**config.mk**
```make
export PLATFORM = sky130hd
export DESIGN_NAME = reset_strap_capture
export DESIGN_NICKNAME = d
export VERILOG_FILES = /design/src/include/strap_pkg.sv /design/src/hdl/reset_strap_capture.sv
export SDC_FILE = /design/constraint.sdc
export NUM_CORES = 1
export LEC_CHECK = 0
export BUFFER_PORTS_ARGS = -buffer_cell sky130_fd_sc_hd__buf_2
export CELL_PAD_IN_SITES_DETAIL_PLACEMENT = 1
export CELL_PAD_IN_SITES_GLOBAL_PLACEMENT = 1
export CORE_UTILIZATION = 30
export DETAILED_ROUTE_END_ITERATION = 10
export GPL_ROUTABILITY_DRIVEN = 0
export MAX_ROUTING_LAYER = met4
export PLACE_DENSITY = 0.83
export SYNTH_ARGS = -nofsm -noshare
export SYNTH_HDL_FRONTEND = slang
export SYNTH_SLANG_ARGS = --single-unit
```
**constraint.sdc**
```tcl
create_clock -name core_clk -period 2.3 [get_ports core_clk]
set_input_delay 0.46 -clock core_clk [delete_from_list [all_inputs] [get_ports core_clk]]
set_output_delay 0.46 -clock core_clk [all_outputs]
set_load 0.02 [all_outputs]
```
**src/include/strap_pkg.sv**
```systemverilog
// constants for the reset-time strap capture block
// assumes a 32-bit avalon-mm register port and a 250 MHz core clock
package strap_pkg;
  localparam int          ADDR_W          = 8;
  localparam logic [7:0]  STATUS_OFFSET   = 8'h88;
  // strap bit positions on the shared address/data pins
  localparam int          POS_THREE_STATE = 25;
  localparam int          POS_CLK_DELAY   = 24;
  localparam int          POS_GATE_CHAIN  = 23;
  localparam int          POS_HYST_HI     = 22;
  localparam int          POS_HYST_LO     = 21;
  localparam int          POS_CARD_KIND   = 20;
  localparam int          STRAP_HI        = 25;
  localparam int          STRAP_LO        = 20;
  localparam logic [31:0] UNMAPPED_DATA   = 32'h0000_0000;
  // hysteresis codes
  localparam logic [1:0]  HYST_NONE       = 2'h0;
  localparam logic [1:0]  HYST_LOW        = 2'h1;
  localparam logic [1:0]  HYST_MEDIUM     = 2'h2;
  localparam logic [1:0]  HYST_MAXIMUM    = 2'h3;
  // serial init stream field values for the two clock placements
  localparam logic [3:0]  SIS_EDGE_ALIGNED  = 4'h0;
  localparam logic [3:0]  SIS_CENTER_SHIFT  = 4'h1;
  localparam logic [1:0]  QUARTER_PHASES  = 2'h1;
  localparam logic [1:0]  ZERO_PHASES     = 2'h0;
endpackage : strap_pkg

```
**src/hdl/reset_strap_capture.sv**
```systemverilog
// strap capture: samples the strap pins during reset, holds them after release
// assumes strap pins are asynchronous; avalon-mm slave answers reads after one wait cycle
//
// Register access over Avalon-MM was chosen for this implementation.
`timescale 1ns/100ps
module reset_strap_capture (
  input  wire logic                        core_clk,
  input  wire logic                        reset,
  input  wire logic [31:0]                 strap_pins,
  input  wire logic                        test_n,
  input  wire logic [strap_pkg::ADDR_W-1:0] avs_address,
  input  wire logic                        avs_read,
  input  wire logic                        avs_write,
  input  wire logic [31:0]                 avs_writedata,
  input  wire logic [3:0]                  avs_byteenable,
  output logic [31:0]                      avs_readdata,
  output logic                             avs_waitrequest,
  output logic                             board_test_q,
  output logic                             gate_chain_test_q,
  output logic [1:0]                       forward_clock_phase_q,
  output logic [3:0]                       serial_init_stream_q,
  output logic [1:0]                       receiver_hysteresis_select_q,
  output logic                             card_kind_detect_n_q
);
  localparam int SW = strap_pkg::STRAP_HI - strap_pkg::STRAP_LO + 1;

  // three-stage synchroniser on the strap pins; stage 1 feeds stage 2 only.
  // no reset here on purpose: an async clear would pin all stages at zero
  // for the whole reset window, and the window is exactly when the pulls
  // must flow through to the capture latch
  logic [SW-1:0] s1_q;
  logic [SW-1:0] s2_q;
  logic [SW-1:0] s3_q;
  always_ff @(posedge core_clk) begin
    s1_q <= strap_pins[strap_pkg::STRAP_HI:strap_pkg::STRAP_LO];
    s2_q <= s1_q;
    s3_q <= s2_q;
  end

  // three-stage synchroniser on the test pin; clears to the inactive level
  logic t1_q;
  logic t2_q;
  logic t3_q;
  always_ff @(posedge core_clk or posedge reset) begin
    if (reset) begin
      t1_q <= 1'b1;
      t2_q <= 1'b1;
      t3_q <= 1'b1;
    end else begin
      t1_q <= test_n;
      t2_q <= t1_q;
      t3_q <= t2_q;
    end
  end

  // agreed test level: changes only when stages 2 and 3 match
  logic test_n_q;
  always_ff @(posedge core_clk or posedge reset) begin
    if (reset) test_n_q <= 1'b1;
    else if (t2_q == t3_q) test_n_q <= t3_q;
  end

  // reset held in a sync'd flag so sampling continues while reset is high;
  // async reset cannot load pins, so capture runs clocked in the reset window
  logic rst_s1_q, rst_s2_q;
  always_ff @(posedge core_clk) begin
    rst_s1_q <= reset;
    rst_s2_q <= rst_s1_q;
  end
  logic in_reset;
  assign in_reset = rst_s2_q;

  // sample pins during reset; freeze from release until next reset
  logic [SW-1:0] latched_q;
  logic          valid_q;
  always_ff @(posedge core_clk) begin
    if (in_reset && s2_q == s3_q) begin
      latched_q <= s3_q;
    end
    valid_q <= !in_reset;
  end

  localparam int I_TS = strap_pkg::POS_THREE_STATE - strap_pkg::STRAP_LO;
  localparam int I_CD = strap_pkg::POS_CLK_DELAY   - strap_pkg::STRAP_LO;
  localparam int I_GC = strap_pkg::POS_GATE_CHAIN  - strap_pkg::STRAP_LO;
  localparam int I_HH = strap_pkg::POS_HYST_HI     - strap_pkg::STRAP_LO;
  localparam int I_HL = strap_pkg::POS_HYST_LO     - strap_pkg::STRAP_LO;
  localparam int I_CK = strap_pkg::POS_CARD_KIND   - strap_pkg::STRAP_LO;

  // decoded controls; held at safe defaults until capture is complete
  always_ff @(posedge core_clk or posedge reset) begin
    if (reset) begin
      board_test_q                 <= 1'b0;
      gate_chain_test_q            <= 1'b0;
      forward_clock_phase_q        <= strap_pkg::ZERO_PHASES;
      serial_init_stream_q         <= strap_pkg::SIS_EDGE_ALIGNED;
      receiver_hysteresis_select_q <= strap_pkg::HYST_LOW;
      card_kind_detect_n_q         <= 1'b1;
    end else if (valid_q) begin
      board_test_q      <= latched_q[I_TS] && !test_n_q;
      gate_chain_test_q <= latched_q[I_GC] && !test_n_q;
      // quarter-period phase shift centres the edge in the data eye
      forward_clock_phase_q <= latched_q[I_CD] ? strap_pkg::QUARTER_PHASES
                                               : strap_pkg::ZERO_PHASES;
      serial_init_stream_q  <= latched_q[I_CD] ? strap_pkg::SIS_CENTER_SHIFT
                                               : strap_pkg::SIS_EDGE_ALIGNED;
      receiver_hysteresis_select_q <= {latched_q[I_HH], latched_q[I_HL]};
      card_kind_detect_n_q <= latched_q[I_CK];
    end
  end

  // avalon slave: one wait cycle, then answer; unmapped reads return zero
  logic pend_q;
  always_ff @(posedge core_clk or posedge reset) begin
    if (reset) begin
      pend_q          <= 1'b0;
      avs_waitrequest <= 1'b1;
      avs_readdata    <= strap_pkg::UNMAPPED_DATA;
    end else if ((avs_read || avs_write) && !pend_q) begin
      pend_q          <= 1'b1;
      avs_waitrequest <= 1'b0;
      avs_readdata    <= strap_pkg::UNMAPPED_DATA;
      if (avs_read && avs_address == strap_pkg::STATUS_OFFSET)
        avs_readdata[strap_pkg::STRAP_HI:strap_pkg::STRAP_LO] <= latched_q;
    end else begin
      pend_q          <= 1'b0;
      avs_waitrequest <= 1'b1;
    end
  end

  // all assertions run on the core clock and are masked while reset is high;
  // the status register is read-only, so writes are acknowledged and dropped
  // frozen latch: pin traffic after release must never leak into it
  property p_frozen;
    @(posedge core_clk) disable iff (reset)
    valid_q && $past(valid_q) |-> $stable(latched_q);
  endproperty
  a_frozen: assert property (p_frozen) else $error("strap latch moved");
  // capture window: an agreed pin level is taken on the next edge
  property p_capture;
    @(posedge core_clk) disable iff (reset)
    in_reset && s2_q == s3_q |=> latched_q == $past(s3_q);
  endproperty
  a_capture: assert property (p_capture) else $error("strap capture missed");
  // forwarded clock placement follows the delay strap
  property p_phase;
    @(posedge core_clk) disable iff (reset)
    valid_q ##1 valid_q |-> forward_clock_phase_q ==
      ($past(latched_q[I_CD]) ? strap_pkg::QUARTER_PHASES : strap_pkg::ZERO_PHASES);
  endproperty
  a_phase: assert property (p_phase) else $error("clock phase wrong");
  // init stream code tracks the clock placement
  property p_sis;
    @(posedge core_clk) disable iff (reset)
    valid_q ##1 valid_q |-> (serial_init_stream_q == strap_pkg::SIS_CENTER_SHIFT)
      == forward_clock_phase_q[0];
  endproperty
  a_sis: assert property (p_sis) else $error("init stream mismatch");
  // board test needs both the strap and an asserted test pin
  property p_board;
    @(posedge core_clk) disable iff (reset)
    valid_q ##1 valid_q |-> board_test_q ==
      ($past(latched_q[I_TS]) && !$past(test_n_q));
  endproperty
  a_board: assert property (p_board) else $error("board test wrong");
  // gate-chain test follows the same qualification
  property p_gate;
    @(posedge core_clk) disable iff (reset)
    valid_q ##1 valid_q |-> gate_chain_test_q ==
      ($past(latched_q[I_GC]) && !$past(test_n_q));
  endproperty
  a_gate: assert property (p_gate) else $error("gate chain wrong");
  // hysteresis code passes through unchanged
  property p_hyst;
    @(posedge core_clk) disable iff (reset)
    valid_q ##1 valid_q |-> receiver_hysteresis_select_q == $past(latched_q[I_HH:I_HL]);
  endproperty
  a_hyst: assert property (p_hyst) else $error("hysteresis wrong");
  // card kind detect is the latched level as is
  property p_card;
    @(posedge core_clk) disable iff (reset)
    valid_q ##1 valid_q |-> card_kind_detect_n_q == $past(latched_q[I_CK]);
  endproperty
  a_card: assert property (p_card) else $error("card detect wrong");
  // status read answers after one wait cycle with the latched straps
  property p_read;
    @(posedge core_clk) disable iff (reset)
    avs_read && !pend_q && avs_address == strap_pkg::STATUS_OFFSET |=>
      !avs_waitrequest &&
      avs_readdata[strap_pkg::STRAP_HI:strap_pkg::STRAP_LO] == $past(latched_q);
  endproperty
  a_read: assert property (p_read) else $error("status read wrong");
  // reads of any other offset return the unmapped value
  property p_unmapped;
    @(posedge core_clk) disable iff (reset)
    avs_read && !pend_q && avs_address != strap_pkg::STATUS_OFFSET |=>
      avs_readdata == strap_pkg::UNMAPPED_DATA;
  endproperty
  a_unmapped: assert property (p_unmapped) else $error("unmapped read wrong");
  // the answer stands exactly one cycle, so a held request is never taken twice
  property p_ack_once;
    @(posedge core_clk) disable iff (reset)
    !avs_waitrequest |=> avs_waitrequest;
  endproperty
  a_ack_once: assert property (p_ack_once) else $error("answer held too long");
  // an idle bus keeps waitrequest high
  property p_idle_wait;
    @(posedge core_clk) disable iff (reset)
    !avs_read && !avs_write |=> avs_waitrequest;
  endproperty
  a_idle_wait: assert property (p_idle_wait) else $error("answer without request");
  // main scenarios: delayed clocks, both test modes, answered read at any offset, dropped write
  c_delay: cover property (@(posedge core_clk) valid_q && latched_q[I_CD]);
  c_test:  cover property (@(posedge core_clk) board_test_q);
  c_read:  cover property (@(posedge core_clk) avs_read && !avs_waitrequest);
  c_gate:  cover property (@(posedge core_clk) gate_chain_test_q);
  c_write: cover property (@(posedge core_clk) avs_write && !avs_waitrequest);
endmodule : reset_strap_capture

```
==> insert_results.sql <==
INSERT INTO impl_metrics (metric_group, metric, value, unit) VALUES
('status', 'run_status', 'complete, no violations', ''),
('cells_and_area', 'antenna_cells', '0', ''),
('power', 'total_power_divided_by_cell_area', '900', 'mW/mm^2'),
('setup_path', 'reg2regPathDepth', '4', ''),
('sta', 'min_period_over_period', '62.8', '%'),
('setup_path', 'critical_path.reg2reg.endpoint', 'latched_q[1]', ''),
('clocking', 'clkSlewWorstSetupHoldPaths', '0.08', 'ns'),
('floorplanning', 'floorplan.initialDensity', '31.1', '%'),
('global_routing', 'first_global_vias', '773', ''),
('cells_and_area', 'final_net_count', '230', ''),
('logic_synthesis', 'synth_top_area_share', '26.6', '%'),
('clocking', 'ctsLongestPathBuffers', '2', ''),
('sta', 'fin_crit', '1.44', 'ns'),
('setup_path', 'timing_worst_setup_path_type', 'reg2out', ''),
('logic_synthesis', 'yosysSeqAreaShare', '67.1', '%'),
('placement', 'placement.setup.worst_slack', '0.542', 'ns'),
('setup_path', 'critical_path_required', '1.84', 'ns'),
('sta', 'setup_viol', '0', ''),
('global_routing', 'first_pass_grt_wire_length', '3.45', 'mm'),
('clocking', 'clk_latency', '0.29', 'ns'),
('setup_path', 'crit_path_cell_trace', 'buf_2', ''),
('hold_path', 'min-delay-path-class', 'in2reg', ''),
('sta', 'fin_worst_skew', '0.00623', 'ns'),
('sta', 'layout_setup_ws', '0.855', 'ns'),
('sta', 'report.final.hold_viol_count', '0', ''),
('cells_and_area', 'n_fill_cell', '575', ''),
('setup_path', 'slowest_cell_on_crit_path', 'sky130_fd_sc_hd__dfstp_2', ''),
('setup_path', 'crit_family', 'flip-flops', ''),
('routing', 'drt_drc_violations_left', '0', ''),
('setup_path', 'critical_path_buf_inv_count', '1', ''),
('clocking', 'number_of_sinks_handled_by_clock_tree_synthesis', '45', ''),
('hold_path', 'hp-start', 'strap_pins[20]', ''),
('sta', 'grt_setup_unrepaired', 'false', ''),
('routing', 'drt-total-wl', '2.29', 'mm'),
('power', 'net-switching-power', '0.000348', 'W'),
('floorplanning', 'num_io_pins', '125', ''),
('power', 'pwr-share-comb', '7.4', '%'),
('sta', 'hold-worst-slack', '0.263', 'ns'),
('setup_path', 'critical_path.endpoint_type', 'output port', ''),
('power', 'pwr-share-clk', '40.8', '%'),
('cells_and_area', 'layout.core_utilization', '36.3', '%'),
('clocking', 'cts-htree-levels', '2', ''),
('floorplanning', 'rows', '26', ''),
('global_routing', 'grt_overflow', '0', ''),
('logic_synthesis', 'post_synth_instance_area', '0.00158', 'mm^2'),
('routing', 'routedWlPerCell', '10.4', 'um'),
('power', 'power_leakage', '0.864', 'nW'),
('setup_path', 'startpoint_type', 'register', ''),
('setup_path', 'ff2ff_setup_slack', '0.99', 'ns'),
('logic_synthesis', 'synthesis.yosys.warnings', '0', ''),
('power', 'power.internal', '0.00131', 'W'),
('sta', 'setup_tns', '0', 'ns'),
('power', 'netSwitchingFraction', '21.0', '%'),
('clocking', 'clockRootBuffer', 'sky130_fd_sc_hd__clkbuf_8', ''),
('sta', 'slew_headroom', '55.1', '%'),
('hold_path', 'min_to', 's1_q[0]', ''),
('power', 'seqPwrFrac', '51.8', '%'),
('floorplanning', 'die_width', '74.6', 'um'),
('routing', 'drt-initial-drc-count', '35', ''),
('routing', 'ant_nets', '0', ''),
('clocking', 'cts_setup_buffers', '0', ''),
('logic_synthesis', 'post_synth_inst_count', '112', ''),
('global_routing', 'grt_max_degree', '19', ''),
('setup_path', 'critical_path.reg2reg.startpoint', 's3_q[0]', ''),
('logic_synthesis', 'post_synth.cell_area_avg', '14.1', 'um^2'),
('sta', 'tightestPinTransition', '0.673', 'ns'),
('clocking', 'cts_hold_buf', '0', ''),
('routing', 'routed_via_count_divided_by_cell_count', '3.67', ''),
('setup_path', 'cpPeakStageDelay', '0.54', 'ns'),
('sta', 'slew_violations', '0', ''),
('hold_path', 'worstHoldPathCells', '1', '');
synthesized netlist by cell type:
cell type	number
sky130_fd_sc_hd__a22o_1	6
sky130_fd_sc_hd__buf_4	31
sky130_fd_sc_hd__clkbuf_1	1
sky130_fd_sc_hd__conb_1	1
sky130_fd_sc_hd__dfrtp_1	11
sky130_fd_sc_hd__dfstp_2	7
sky130_fd_sc_hd__dfxtp_1	21
sky130_fd_sc_hd__edfxtp_1	6
sky130_fd_sc_hd__inv_1	5
sky130_fd_sc_hd__maj3_1	1
sky130_fd_sc_hd__mux2_2	4
sky130_fd_sc_hd__nand2_1	3
sky130_fd_sc_hd__nand4_1	1
sky130_fd_sc_hd__nor2b_1	1
sky130_fd_sc_hd__nor4_1	1
sky130_fd_sc_hd__nor4_4	1
sky130_fd_sc_hd__o21ai_0	2
sky130_fd_sc_hd__o21bai_4	1
sky130_fd_sc_hd__or3_1	1
sky130_fd_sc_hd__or4b_4	1
sky130_fd_sc_hd__xnor2_1	3
sky130_fd_sc_hd__xor2_1	3
state kept, by name (all words and copies together) (netlist names):
| name | cells |
|---|---|
| s1_q | 6 |
| s3_q | 6 |
| t3_q | 1 |
| board_test_q | 1 |
| avs_readdata | 6 |
| gate_chain_test_q | 1 |
| t2_q | 1 |
| forward_clock_phase_q | 1 |
| rst_s1_q | 1 |
| avs_waitrequest | 1 |
| in_reset | 1 |
| card_kind_detect_n_q | 1 |
| t1_q | 1 |
| test_n_q | 1 |
| s2_q | 6 |
| latched_q | 6 |
| valid_q | 1 |
| pend_q | 1 |
| receiver_hysteresis_select_q | 2 |
power by group through the flow:
stage,clock [W],combinational (W),sequential [W]
floorplan,0,0.000121,0.000882
global placement,0,0.000120,0.000873
detailed placement,0,0.000124,0.000876
CTS,0.000699,0.000124,0.000859
global route,0.000721,0.000135,0.000863
finish,0.000675,0.000123,0.000859
final cells by class:
class / instances / area (um^2) / area share [%]
flip-flops and latches: 45 / 1060 / 57.6
well taps: 70 / 87.6 / 4.76
repair buffers: 33 / 168 / 9.11
multi-input cells: 59 / 373 / 20.3
inverters: 5 / 18.8 / 1.02
clock buffers: 5 / 68.8 / 3.74
clock inverters: 3 / 65.1 / 3.54
stage by stage:
step,instance area (um^2),std cells
2_1_floorplan,1690,141
3_3_place_gp,1710,212
3_5_place_dp,1710,212
4_1_cts,1840,220
5_1_grt,1840,220
6_report,1840,220
layer usage:
layer	GRT usage (%)	wire length (um)	vias to the layer above
met5	-	0	-
met3	4.34	240	6
met4	5.03	51	0
met1	8.59	855	379
li1	-	-	377
met2	15.4	1140	46
cells by family after synthesis:
| kind of cell | Yosys count | synth area share [%] |
|---|---|---|
| buffers and inverters | 37 | 16.2 |
| adder cells (fa/ha/maj) | 1 | 0.634 |
| multiplexers | 4 | 2.85 |
| XOR/XNOR | 6 | 3.33 |
| AND/OR/NAND/NOR | 9 | 4.52 |
| flip-flops | 45 | 67.1 |
| other | 1 | 0.237 |
| AO/OA/AOI/OAI | 9 | 5.15 |
placed cells by master, fill, tap and decap left out:
master / Yosys / layout
sky130_fd_sc_hd__nor4_1: 1 / 1
sky130_fd_sc_hd__or4b_4: 1 / 1
sky130_fd_sc_hd__nor4_4: 1 / 1
sky130_fd_sc_hd__edfxtp_1: 6 / 6
sky130_fd_sc_hd__dfxtp_1: 21 / 21
sky130_fd_sc_hd__inv_1: 5 / 5
sky130_fd_sc_hd__o21ai_0: 2 / 2
sky130_fd_sc_hd__clkinv_2: 0 / 1
sky130_fd_sc_hd__buf_2: 0 / 32
sky130_fd_sc_hd__xor2_1: 3 / 3
sky130_fd_sc_hd__or3_1: 1 / 1
sky130_fd_sc_hd__mux2_2: 4 / 4
sky130_fd_sc_hd__dfrtp_1: 11 / 11
sky130_fd_sc_hd__maj3_1: 1 / 1
sky130_fd_sc_hd__o21bai_4: 1 / 1
sky130_fd_sc_hd__dfstp_2: 7 / 7
sky130_fd_sc_hd__nor2b_1: 1 / 1
sky130_fd_sc_hd__conb_1: 1 / 30
sky130_fd_sc_hd__a22o_1: 6 / 6
sky130_fd_sc_hd__buf_4: 31 / 1
sky130_fd_sc_hd__nand4_1: 1 / 1
sky130_fd_sc_hd__bufinv_16: 0 / 2
sky130_fd_sc_hd__clkbuf_8: 0 / 5
sky130_fd_sc_hd__xnor2_1: 3 / 3
sky130_fd_sc_hd__nand2_1: 3 / 3
how the worst max path moves through the flow:
stage | start | to | slack (ns) | cells past startpoint
after detailed placement | avs_address[1] | avs_readdata[25] | 0.54 | 4
after global placement | avs_address[1] | avs_readdata[24] | 0.58 | 4
after floorplan | s3_q[2] | latched_q[0] | 0.73 | 2
final | card_kind_detect_n_q | card_kind_detect_n_q | 0.86 | 1
after CTS | card_kind_detect_n_q | card_kind_detect_n_q | 0.84 | 1
after global routing | receiver_hysteresis_select_q[0] | receiver_hysteresis_select_q[0] | 0.82 | 1
No activity file was read; power rests on OpenSTA's default activity.
